## src/inc/lps_map.svh

```systemverilog
// Register offsets, field positions, reset values and timing figures of the sensor control.
`ifndef LPS_MAP_SVH
`define LPS_MAP_SVH

// ----------------------------------------------------------------------------
// Register offsets
// ----------------------------------------------------------------------------
`define REG_FUNCTION_ENABLE    5'h00
`define REG_LIGHT_INTEG_TIME   5'h01
`define REG_PROX_INTEG_TIME    5'h02
`define REG_WAIT_TIME          5'h03
`define REG_LIGHT_LOW_LO       5'h04
`define REG_LIGHT_HIGH_LO      5'h06
`define REG_PROX_LOW_LO        5'h08
`define REG_PROX_HIGH_LO       5'h0a
`define REG_THRESH_LAST        5'h0b
`define REG_PERSISTENCE        5'h0c
`define REG_CONFIG             5'h0d
`define REG_STATUS             5'h13

// ----------------------------------------------------------------------------
// Fields and reset values
// ----------------------------------------------------------------------------
`define CMD_SELECT_BIT         7
`define CMD_KIND_REPEAT        2'h0
`define CMD_KIND_AUTO_INC      2'h1
`define CMD_KIND_SPECIAL       2'h3
`define SF_PROX_CLEAR          5'h05
`define SF_LIGHT_CLEAR         5'h06
`define SF_BOTH_CLEAR          5'h07
`define CONFIG_WAIT_STRETCH    1
`define STATUS_PROX_PEND       5
`define STATUS_LIGHT_PEND      4
`define RST_ENABLE             8'h00
`define RST_LIGHT_INTEG        8'h00
`define RST_PROX_INTEG         8'h00
`define RST_WAIT_TIME          8'hff
`define RST_THRESH             8'h00
`define RST_PERSISTENCE        8'h00
`define RST_CONFIG             8'h00
`define APERS_DIRECT_MAX       4'h3
`define APERS_STEP             6'h05

// ----------------------------------------------------------------------------
// Timing
// ----------------------------------------------------------------------------
`define CLK_PERIOD_NS          10
`define STEP_TIME_NS           2720000
`define STEP_SPAN              12'h100
`define WAIT_STRETCH_FACTOR    12'h00c

`endif

```

## src/inc/lps_pkg.sv

```systemverilog
// Types shared by the light and proximity sensor control.
package lps_pkg;

  typedef struct packed {
    logic [1:0] reserved;
    logic       prox_irq_mask;
    logic       light_irq_mask;
    logic       wait_on;
    logic       prox_function_on;
    logic       light_function_on;
    logic       oscillator_power_on;
  } enable_s;

  typedef struct packed {
    logic [3:0] prox_persistence;
    logic [3:0] light_persistence;
  } persistence_s;

  typedef struct packed {
    logic       sel;
    logic [1:0] kind;
    logic [4:0] addr;
  } command_s;

  typedef struct packed {
    logic osc_run;
    logic light_integrating;
    logic prox_integrating;
    logic waiting;
  } phase_s;

  typedef enum logic [2:0] {
    SEQ_IDLE,
    SEQ_WARM,
    SEQ_SELECT,
    SEQ_PROX,
    SEQ_LIGHT,
    SEQ_WAIT
  } seq_e;

endpackage

```

## src/verilog/light_prox_sensor_control.sv

```systemverilog
// Register file, measurement sequencer and interrupt logic of the light and proximity sensor.
`timescale 1ns/1ps
`include "lps_map.svh"

// Notes on behaviour
// RQ1 - Proximity interrupts are raised only while the proximity mask bit is one.
// RQ2 - Light interrupts are raised only while the light mask bit is one.
// RQ3 - Enable bit 3 turns the wait phase between cycles on or off.
// RQ4 - Enable bit 2 turns the proximity measurement on or off.
// RQ5 - Enable bit 1 turns the two-channel light converter on or off.
// RQ6 - Enable bit 0 runs the oscillator that paces all timers.
// RQ7 - No measurement starts until one 2.72 ms step after power-on.
// RQ8 - Light integration lasts 256 minus code steps of 2.72 ms.
// RQ9 - Light integration code resets to zero, the longest integration.
// RQ10 - Proximity integration lasts 256 minus code steps of 2.72 ms.
// RQ11 - Host should program proximity integration code to one step.
// RQ12 - Wait lasts 256 minus code steps; code zero gives 256 steps.
// RQ13 - Wait stretch makes every wait twelve times longer.
// RQ14 - Host should program wait time before enabling measurements.
// RQ15 - Light result outside the light thresholds flags a light interrupt.
// RQ16 - Light thresholds are 16-bit byte pairs at 0x04..0x07, low byte first.
// RQ17 - Proximity result outside the proximity thresholds flags a proximity interrupt.
// RQ18 - Proximity thresholds are 16-bit byte pairs at 0x08..0x0B.
// RQ19 - Special commands 5, 6, 7 clear proximity, light or both pending interrupts.
// RQ20 - Persistence zero interrupts every cycle; otherwise needs consecutive out-of-range results.
// RQ21 - Wait stretch lives in bit 1 of the configuration register.
// RQ22 - Full 16-bit compares; interrupt pin holds until the host clears it.
module light_prox_sensor_control #(
  parameter int STEP_CYCLES = `STEP_TIME_NS / `CLK_PERIOD_NS
) (
  input  wire logic        clk,
  input  wire logic        rstn,
  input  wire logic        cmd_wr,
  input  wire logic        data_wr,
  input  wire logic        data_rd,
  input  wire logic [7:0]  wr_byte,
  output logic      [7:0]  rd_data,
  input  wire logic [15:0] light_channel0_result,
  input  wire logic        light_valid,
  input  wire logic [15:0] prox_result,
  input  wire logic        prox_valid,
  output logic             osc_run,
  output logic             light_integrating,
  output logic             prox_integrating,
  output logic             waiting,
  output logic             irq_out,
  output logic             irq_oe
);

  // --------------------------------------------------------------------------
  // Register file and command decode
  // --------------------------------------------------------------------------
  lps_pkg::enable_s      en_q, en_d;
  lps_pkg::persistence_s pers_q, pers_d;
  lps_pkg::command_s     cmd_in;
  logic [7:0]            light_integ_code_q, light_integ_code_d;
  logic [7:0]            prox_integ_code_q, prox_integ_code_d;
  logic [7:0]            wait_code_q, wait_code_d;
  logic [7:0]            config_q, config_d;
  logic [7:0]            thresh_q [8];
  logic [7:0]            thresh_d [8];
  logic [4:0]            addr_q, addr_d;
  logic [1:0]            kind_q, kind_d;
  logic [7:0]            rd_data_q, rd_data_d;
  logic [7:0]            rd_mux;
  logic                  clr_prox, clr_light;
  logic                  prox_pend_q, prox_pend_d;
  logic                  light_pend_q, light_pend_d;

  assign cmd_in  = wr_byte;
  assign rd_data = rd_data_q;

  // Threshold bytes are kept in one array; a pair forms one 16-bit value.
  function automatic logic [15:0] thresh16(input logic [4:0] lo_off);
    logic [2:0] i;
    i = 3'(lo_off - `REG_LIGHT_LOW_LO);
    thresh16 = {thresh_q[i + 3'h1], thresh_q[i]};
  endfunction

  always_comb begin
    rd_mux = 8'h00;
    if (addr_q == `REG_FUNCTION_ENABLE) begin
      rd_mux = en_q;
    end else if (addr_q == `REG_LIGHT_INTEG_TIME) begin
      rd_mux = light_integ_code_q;
    end else if (addr_q == `REG_PROX_INTEG_TIME) begin
      rd_mux = prox_integ_code_q;
    end else if (addr_q == `REG_WAIT_TIME) begin
      rd_mux = wait_code_q;
    end else if (addr_q >= `REG_LIGHT_LOW_LO && addr_q <= `REG_THRESH_LAST) begin
      rd_mux = thresh_q[3'(addr_q - `REG_LIGHT_LOW_LO)];
    end else if (addr_q == `REG_PERSISTENCE) begin
      rd_mux = pers_q;
    end else if (addr_q == `REG_CONFIG) begin
      rd_mux = config_q;
    end else if (addr_q == `REG_STATUS) begin
      rd_mux[`STATUS_PROX_PEND]  = prox_pend_q;
      rd_mux[`STATUS_LIGHT_PEND] = light_pend_q;
    end
  end

  always_comb begin
    en_d               = en_q;
    pers_d             = pers_q;
    light_integ_code_d = light_integ_code_q;
    prox_integ_code_d  = prox_integ_code_q;
    wait_code_d        = wait_code_q;
    config_d           = config_q;
    thresh_d           = thresh_q;
    addr_d             = addr_q;
    kind_d             = kind_q;
    rd_data_d          = rd_data_q;
    clr_prox           = 1'b0;
    clr_light          = 1'b0;
    if (cmd_wr && cmd_in.sel) begin
      if (cmd_in.kind == `CMD_KIND_SPECIAL) begin
        // Clears are one-cycle strobes, so nothing has to be written back.
        clr_prox  = (cmd_in.addr == `SF_PROX_CLEAR) || (cmd_in.addr == `SF_BOTH_CLEAR);  // see RQ19
        clr_light = (cmd_in.addr == `SF_LIGHT_CLEAR) || (cmd_in.addr == `SF_BOTH_CLEAR); // see RQ19
      end else begin
        kind_d = cmd_in.kind;
        addr_d = cmd_in.addr;
      end
    end else if (data_wr) begin
      if (addr_q == `REG_FUNCTION_ENABLE) begin
        en_d = wr_byte;
      end else if (addr_q == `REG_LIGHT_INTEG_TIME) begin
        light_integ_code_d = wr_byte;
      end else if (addr_q == `REG_PROX_INTEG_TIME) begin
        prox_integ_code_d = wr_byte;
      end else if (addr_q == `REG_WAIT_TIME) begin
        wait_code_d = wr_byte;
      end else if (addr_q >= `REG_LIGHT_LOW_LO && addr_q <= `REG_THRESH_LAST) begin
        thresh_d[3'(addr_q - `REG_LIGHT_LOW_LO)] = wr_byte; // see RQ16, RQ18
      end else if (addr_q == `REG_PERSISTENCE) begin
        pers_d = wr_byte;
      end else if (addr_q == `REG_CONFIG) begin
        config_d = wr_byte;
      end
      if (kind_q == `CMD_KIND_AUTO_INC) begin
        addr_d = addr_q + 5'h01;
      end
    end else if (data_rd) begin
      rd_data_d = rd_mux;
      if (kind_q == `CMD_KIND_AUTO_INC) begin
        addr_d = addr_q + 5'h01;
      end
    end
  end

  always_ff @(posedge clk) begin
    if (!rstn) begin
      en_q               <= `RST_ENABLE;
      pers_q             <= `RST_PERSISTENCE;
      light_integ_code_q <= `RST_LIGHT_INTEG; // see RQ9
      prox_integ_code_q  <= `RST_PROX_INTEG;
      wait_code_q        <= `RST_WAIT_TIME;
      config_q           <= `RST_CONFIG;
      thresh_q           <= '{default: `RST_THRESH};
      addr_q             <= 5'h00;
      kind_q             <= `CMD_KIND_REPEAT;
      rd_data_q          <= 8'h00;
    end else begin
      en_q               <= en_d;
      pers_q             <= pers_d;
      light_integ_code_q <= light_integ_code_d;
      prox_integ_code_q  <= prox_integ_code_d;
      wait_code_q        <= wait_code_d;
      config_q           <= config_d;
      thresh_q           <= thresh_d;
      addr_q             <= addr_d;
      kind_q             <= kind_d;
      rd_data_q          <= rd_data_d;
    end
  end

  // --------------------------------------------------------------------------
  // Measurement sequencer
  // --------------------------------------------------------------------------
  lps_pkg::seq_e   state_q, state_d;
  lps_pkg::phase_s phase_q, phase_d;
  logic [11:0]     steps_q, steps_d;
  logic            step;

  // The select cycle restarts the count, so every phase begins on a fresh step.
  // A tick already rolls the count over, and the step decision must not feed back on itself.
  step_timer #(
    .CYCLES (STEP_CYCLES)
  ) u_step (
    .clk     (clk),
    .rstn    (rstn),
    .run     (state_q != lps_pkg::SEQ_IDLE), // see RQ6
    .restart (state_q == lps_pkg::SEQ_SELECT),
    .tick    (step)
  );

  function automatic lps_pkg::seq_e next_phase(input lps_pkg::seq_e from);
    next_phase = lps_pkg::SEQ_SELECT;
    case (from)
      lps_pkg::SEQ_SELECT: begin
        if (en_q.prox_function_on) begin
          next_phase = lps_pkg::SEQ_PROX;  // see RQ4
        end else if (en_q.light_function_on) begin
          next_phase = lps_pkg::SEQ_LIGHT; // see RQ5
        end
      end
      lps_pkg::SEQ_PROX: begin
        if (en_q.light_function_on) begin
          next_phase = lps_pkg::SEQ_LIGHT; // see RQ5
        end else if (en_q.wait_on) begin
          next_phase = lps_pkg::SEQ_WAIT;  // see RQ3
        end
      end
      lps_pkg::SEQ_LIGHT: begin
        if (en_q.wait_on) begin
          next_phase = lps_pkg::SEQ_WAIT;  // see RQ3
        end
      end
      default: next_phase = lps_pkg::SEQ_SELECT;
    endcase
  endfunction

  function automatic logic [11:0] phase_steps(input lps_pkg::seq_e ph);
    phase_steps = 12'h001;
    case (ph)
      lps_pkg::SEQ_PROX:  phase_steps = `STEP_SPAN - {4'h0, prox_integ_code_q};  // see RQ10
      lps_pkg::SEQ_LIGHT: phase_steps = `STEP_SPAN - {4'h0, light_integ_code_q}; // see RQ8
      lps_pkg::SEQ_WAIT: begin
        phase_steps = `STEP_SPAN - {4'h0, wait_code_q}; // see RQ12
        if (config_q[`CONFIG_WAIT_STRETCH]) begin
          phase_steps = phase_steps * `WAIT_STRETCH_FACTOR; // see RQ13, RQ21
        end
      end
      default: phase_steps = 12'h001;
    endcase
  endfunction

  always_comb begin
    state_d = state_q;
    steps_d = steps_q;
    if (!en_q.oscillator_power_on) begin
      state_d = lps_pkg::SEQ_IDLE; // see RQ6
    end else begin
      case (state_q)
        lps_pkg::SEQ_IDLE: begin
          // One full step of warm-up before any conversion may begin.
          state_d = lps_pkg::SEQ_WARM; // see RQ7
          steps_d = 12'h001;
        end
        lps_pkg::SEQ_SELECT: begin
          state_d = next_phase(state_q);
          steps_d = phase_steps(state_d);
        end
        default: begin
          if (step) begin
            if (steps_q > 12'h001) begin
              steps_d = steps_q - 12'h001;
            end else begin
              state_d = next_phase(state_q);
              steps_d = phase_steps(state_d);
            end
          end
        end
      endcase
    end
    phase_d.osc_run           = (state_d != lps_pkg::SEQ_IDLE);
    phase_d.light_integrating = (state_d == lps_pkg::SEQ_LIGHT);
    phase_d.prox_integrating  = (state_d == lps_pkg::SEQ_PROX);
    phase_d.waiting           = (state_d == lps_pkg::SEQ_WAIT);
  end

  always_ff @(posedge clk) begin
    if (!rstn) begin
      state_q <= lps_pkg::SEQ_IDLE;
      steps_q <= 12'h000;
      phase_q <= '0;
    end else begin
      state_q <= state_d;
      steps_q <= steps_d;
      phase_q <= phase_d;
    end
  end

  assign osc_run           = phase_q.osc_run;
  assign light_integrating = phase_q.light_integrating;
  assign prox_integrating  = phase_q.prox_integrating;
  assign waiting           = phase_q.waiting;

  // --------------------------------------------------------------------------
  // Threshold compare, persistence and interrupt pin
  // --------------------------------------------------------------------------
  logic [3:0] prox_cnt_q, prox_cnt_d;
  logic [5:0] light_cnt_q, light_cnt_d;
  logic [5:0] light_need;
  logic       prox_out, light_out, prox_set, light_set;
  logic       irq_oe_q;

  always_comb begin
    light_need = {2'h0, pers_q.light_persistence};
    if (pers_q.light_persistence > `APERS_DIRECT_MAX) begin
      light_need = {2'h0, pers_q.light_persistence - `APERS_DIRECT_MAX} * `APERS_STEP;
    end
  end

  assign prox_out  = (prox_result < thresh16(`REG_PROX_LOW_LO))
                  || (prox_result > thresh16(`REG_PROX_HIGH_LO));             // see RQ17, RQ22
  assign light_out = (light_channel0_result < thresh16(`REG_LIGHT_LOW_LO))
                  || (light_channel0_result > thresh16(`REG_LIGHT_HIGH_LO));  // see RQ15, RQ22

  always_comb begin
    prox_cnt_d  = prox_cnt_q;
    light_cnt_d = light_cnt_q;
    prox_set    = 1'b0;
    light_set   = 1'b0;
    if (prox_valid && en_q.prox_function_on) begin
      prox_cnt_d = prox_out ? ((prox_cnt_q == 4'hf) ? prox_cnt_q : prox_cnt_q + 4'h1) : 4'h0;
      prox_set   = (pers_q.prox_persistence == 4'h0)
                || (prox_out && ({1'b0, prox_cnt_q} + 5'h01 >= {1'b0, pers_q.prox_persistence})); // see RQ20
    end
    if (light_valid && en_q.light_function_on) begin
      light_cnt_d = light_out ? ((light_cnt_q == 6'h3f) ? light_cnt_q : light_cnt_q + 6'h01)
                              : 6'h00;
      light_set   = (light_need == 6'h00)
                 || (light_out && ({1'b0, light_cnt_q} + 7'h01 >= {1'b0, light_need}));
    end
    // A new event in the clearing cycle wins over the clear.
    prox_pend_d  = (prox_set && en_q.prox_irq_mask) ? 1'b1
                 : (clr_prox ? 1'b0 : prox_pend_q);                // see RQ1, RQ22
    light_pend_d = (light_set && en_q.light_irq_mask) ? 1'b1
                 : (clr_light ? 1'b0 : light_pend_q);              // see RQ2, RQ22
  end

  always_ff @(posedge clk) begin
    if (!rstn) begin
      prox_cnt_q   <= 4'h0;
      light_cnt_q  <= 6'h00;
      prox_pend_q  <= 1'b0;
      light_pend_q <= 1'b0;
      irq_oe_q     <= 1'b0;
    end else begin
      prox_cnt_q   <= prox_cnt_d;
      light_cnt_q  <= light_cnt_d;
      prox_pend_q  <= prox_pend_d;
      light_pend_q <= light_pend_d;
      irq_oe_q     <= prox_pend_d || light_pend_d; // see RQ22
    end
  end

  // The pin is open drain: it only ever pulls low.
  assign irq_out = 1'b0;
  assign irq_oe  = irq_oe_q;

  // --------------------------------------------------------------------------
  // Assertions
  // --------------------------------------------------------------------------
  logic [31:0] on_cnt_q;

  always_ff @(posedge clk) begin
    if (!rstn || !en_q.oscillator_power_on) begin
      on_cnt_q <= 32'h0;
    end else if (on_cnt_q != 32'hffffffff) begin
      on_cnt_q <= on_cnt_q + 32'h1;
    end
  end
endmodule

```

## src/verilog/step_timer.sv

```systemverilog
// Base step tick generator that paces the measurement sequence.
`timescale 1ns/1ps
`include "lps_map.svh"

module step_timer #(
  parameter int CYCLES = `STEP_TIME_NS / `CLK_PERIOD_NS
) (
  input  wire logic clk,
  input  wire logic rstn,
  input  wire logic run,
  input  wire logic restart,
  output logic      tick
);

  localparam int W = $clog2(CYCLES + 1);

  logic [W-1:0] cnt_q;
  logic [W-1:0] cnt_d;
  logic         last;

  assign last = (cnt_q == W'(CYCLES - 1));
  assign tick = run && !restart && last;

  always_comb begin
    cnt_d = cnt_q + 1'b1;
    if (!run || restart || last) begin
      cnt_d = '0;
    end
  end

  always_ff @(posedge clk) begin
    if (!rstn) begin
      cnt_q <= '0;
    end else begin
      cnt_q <= cnt_d;
    end
  end

endmodule

```

## config.mk

```make
export PLATFORM = sky130hd
export DESIGN_NAME = light_prox_sensor_control
export DESIGN_NICKNAME = d
export VERILOG_FILES = /design/src/inc/lps_pkg.sv /design/src/verilog/light_prox_sensor_control.sv /design/src/verilog/step_timer.sv
export VERILOG_INCLUDE_DIRS = /design/src /design/src/inc
export SDC_FILE = /design/constraint.sdc
export NUM_CORES = 1
export LEC_CHECK = 0
export BUFFER_PORTS_ARGS = -buffer_cell sky130_fd_sc_hd__buf_2
export CAP_MARGIN = 15
export CORE_MARGIN = 5
export CORE_UTILIZATION = 45
export CTS_BUF_LIST = sky130_fd_sc_hd__clkbuf_8
export DETAILED_ROUTE_END_ITERATION = 7
export GPL_TIMING_DRIVEN = 1
export PLACE_DENSITY_LB_ADDON = 0.3
export SYNTH_ARGS = -nofsm -noshare
export SYNTH_HDL_FRONTEND = slang
export SYNTH_SLANG_ARGS = --single-unit
```

## constraint.sdc

```tcl
create_clock -name clk -period 7.15 [get_ports clk]
set_clock_uncertainty 0.15 [all_clocks]
set_input_delay 2.145 -clock clk [delete_from_list [all_inputs] [get_ports clk]]
set_output_delay 2.145 -clock clk [all_outputs]
set_load 0.01 [all_outputs]
```

==> flow_summary.json <==
{
  "clkTransAtPathRegs_ns": 0.10,
  "gp_congestion": 0.943,
  "grt_use_total": 0.224,
  "area_delta_synth_final_pct": 7.69,
  "critPathCapture": "thresh_q[35]",
  "crit_arrival_ns": 4.39,
  "cts.sinks": 178,
  "yosysUniqueCellTypes": 78,
  "critPathKind": "primary input to register",
  "fin_cells": 1776,
  "dieArea_um2": 28700,
  "clockBufferDepth": 2,
  "synth_top_area_frac": 0.312,
  "synth_fp_nets": 1570,
  "grt_setup_unrepaired": "no",
  "cellLeakagePower_nw": 4.79,
  "synth_area_leaders": "dfxtp_1 (31%), ha_1 (11%), mux2i_1 (5.5%)",
  "postCtsSetupBuffers": 0,
  "worstRegToRegCells": 9,
  "yosysMostFrequentCell": "dfxtp_1",
  "r2r_start": "addr_q[0]",
  "yosys_warnings": 0,
  "synth-edff-count": 0,
  "vias_per_cell": 5.88,
  "io_pins": 61,
  "drc": 0,
  "p_per_area_nw_per_um2": 163,
  "grt_max_degree": 77,
  "tightest_slew_ns": 1.09,
  "vias": 10400,
  "setup-tns-final_ns": 0,
  "netlist_instances": 1426,
  "synthArstFlopShare": 0,
  "finalPower_mw": 2.01,
  "rrSetupSlack_ns": 3.24,
  "start_util": 0.455,
  "max_slew_margin": 0.270,
  "antenna_cells": 0,
  "dp_hpwl_um": 23500,
  "hold_viol": 0,
  "ctsHoldBuffers": 0,
  "cts_tree": "done",
  "drv_slew": 0,
  "synth_top_area_cell": "dfxtp_1",
  "crit_required_ns": 7.36,
  "yosysSeqAreaShare": 0.312,
  "muxShareOfSynthArea": 0.0758,
  "gr-total-overflow": 0,
  "fin_crit_sh": 0.584,
  "ys_top_cells_by_count": "dfxtp_1 (178), nand2_1 (161), nor2_1 (140), a21oi_1 (116), ha_1 (96)",
  "yosys_register_bits": 178,
  "critPathLaunch": "wr_byte[7]",
  "fmaxAchievable_mhz": 239,
  "start_kind": "primary input",
  "antenna_found_initial": 0,
  "finalSetupViolCount": 0,
  "synth_flop_cell": "dfxtp_1",
  "antenna_left": 0,
  "coreArea_um2": 25100,
  "io_buffers": 59,
  "peakVddDrop_mv": 0.103,
  "synth_top_family_by_area": "simple AND/OR/NAND/NOR gates",
  "root_buffer": "clkbuf_8",
  "avgRoutedWirePerCell_um": 18.2,
  "die_y_um": 169,
  "grt_pass1_vias": 9808,
  "grt_pass1_wl_um": 52200,
  "cts_resized": 0,
  "synthSimpleGateAreaFrac": 0.238,
  "drt_iter0_markers": 1053,
  "end_kind": "register",
  "synth_adder_area_share": 0.107,
  "rows": 58,
  "insertion_delay_ns": 0.50,
  "h-tree-depth": 4,
  "wl_um": 32300,
  "min_period_ns": 4.18,
  "reg2reg_to": "thresh_q[35]",
  "synth_compound_area_frac": 0.165,
  "syn_area_um2": 11400,
  "maxCapViolations": 0,
  "detail_route.first_pass.iterations": 6,
  "drive_gt1_frac": 0.101,
  "hp-class": "register to register",
  "fin_util": 0.490,
  "fin_nets": 1577,
  "status": "finished clean",
  "cp_max_fo": 16,
  "die-width_um": 169,
  "synth.avg_cell_area_um2": 8.02,
  "synth_xor_area_frac": 0.0452,
  "dpl.cell_count": 1744,
  "cts_buffers": 17
}
## worst min-delay path by stage
stage | start | end | cells after the start
5_1_grt | thresh_q[23] | thresh_q[23] | 2
6_report | rd_data[4] | rd_data[4] | 2
3_5_place_dp | rd_data[0] | rd_data[0] | 2
4_1_cts | en_q[7] | en_q[7] | 2
2_1_floorplan | config_q[6] | config_q[6] | 2
3_3_place_gp | rd_data[4] | rd_data[4] | 2
## per-stage QoR
| stage | hold slack, ns | cell area, µm² | setup WS, ns |
|---|---|---|---|
| after CTS | 0.309 | 12300 | 3.01 |
| after global placement | 0.289 | 11900 | 2.56 |
| final | 0.306 | 12300 | 2.97 |
| after detailed placement | 0.294 | 11900 | 2.50 |
| after global routing | 0.329 | 12300 | 2.71 |
| after floorplan | 0.286 | 11400 | 2.94 |
## cells in the final DEF, fill, tap and decap left out, types with 7 or more instances in the layout
cell type    n
o221ai_1     7
nor4b_1      7
nand3b_1     8
xor2_1      32
a31oi_1     16
nand4_1     16
buf_2       59
o21ai_0     41
buf_4       11
nand2b_1     7
o211ai_1    16
nand2_1    161
dfxtp_1    178
a21o_1      10
and3_1      16
and2_1       7
nand3_1     89
nor3_1      22
mux2i_1     63
a211oi_1     7
a221oi_1     9
clkbuf_8    17
nor2b_1     16
ha_1        96
inv_1       86
a21oi_1    116
mux2_2       9
a22oi_1     16
o22ai_1     12
nor2_1     140
xnor2_1     27
## cell type report
| type | count | area, µm² |
|---|---|---|
| tap | 330 | 413 |
| clock inverter | 15 | 164 |
| clock buffer | 17 | 234 |
| multi-input combinational | 1079 | 7230 |
| timing repair buffer | 70 | 378 |
| sequential | 178 | 3560 |
| inverter | 87 | 329 |
| fill | 2453 | 12800 |
## report_power, final
group / leakage (nW) / total, mW / internal (mW) / switching, mW
sequential: 1.44 / 1.02 / 1.00 / 0.0155
combinational: 3.15 / 0.265 / 0.0911 / 0.174
clock: 0.203 / 0.722 / 0.292 / 0.430
total: 4.79 / 2.01 / 1.39 / 0.620
## cells by family (layout without fill, tap and decap cells)
family | after synthesis | in the layout
simple gates | 545 | 545
compound gates | 299 | 299
flops | 178 | 178
buf+inv | 169 | 189
fa+ha+maj | 97 | 97
mux | 78 | 78
xor+xnor | 59 | 59
other cells | 1 | 1
## registers in the layout (all words and copies together), names as in the netlist
register and flops:
waiting 1, prox_integ_code_q 8, pers_q 8, prox_cnt_q 4
prox_pend_q 1, u_step.cnt_q 19, state_q 3, prox_integrating 1
rd_data 8, kind_q 2, thresh_q 64, osc_run 1
light_pend_q 1, addr_q 5, irq_oe 1, steps_q 12
config_q 8, light_cnt_q 6, light_integrating 1, light_integ_code_q 8
en_q 8, wait_code_q 8
## metal layers
metal  GRT usage  vias to the layer above  share of wire
met3      0.0338                       57          0.055
met2       0.359                      315           0.46
met5           0                        -              0
met4      0.0711                        0          0.025
li1            -                     5082              -
met1       0.312                     4988           0.46
## worst max-delay path, cell delays in order
cell,delay [ns]
buf_2,0.22
nand2_1,0.32
and2_1,0.29
nand3_1,0.22
nor3_2,0.88
nor2_1,0.09
a21oi_1,0.17
nor2_1,0.05
Power figures use the tool's default switching activity.
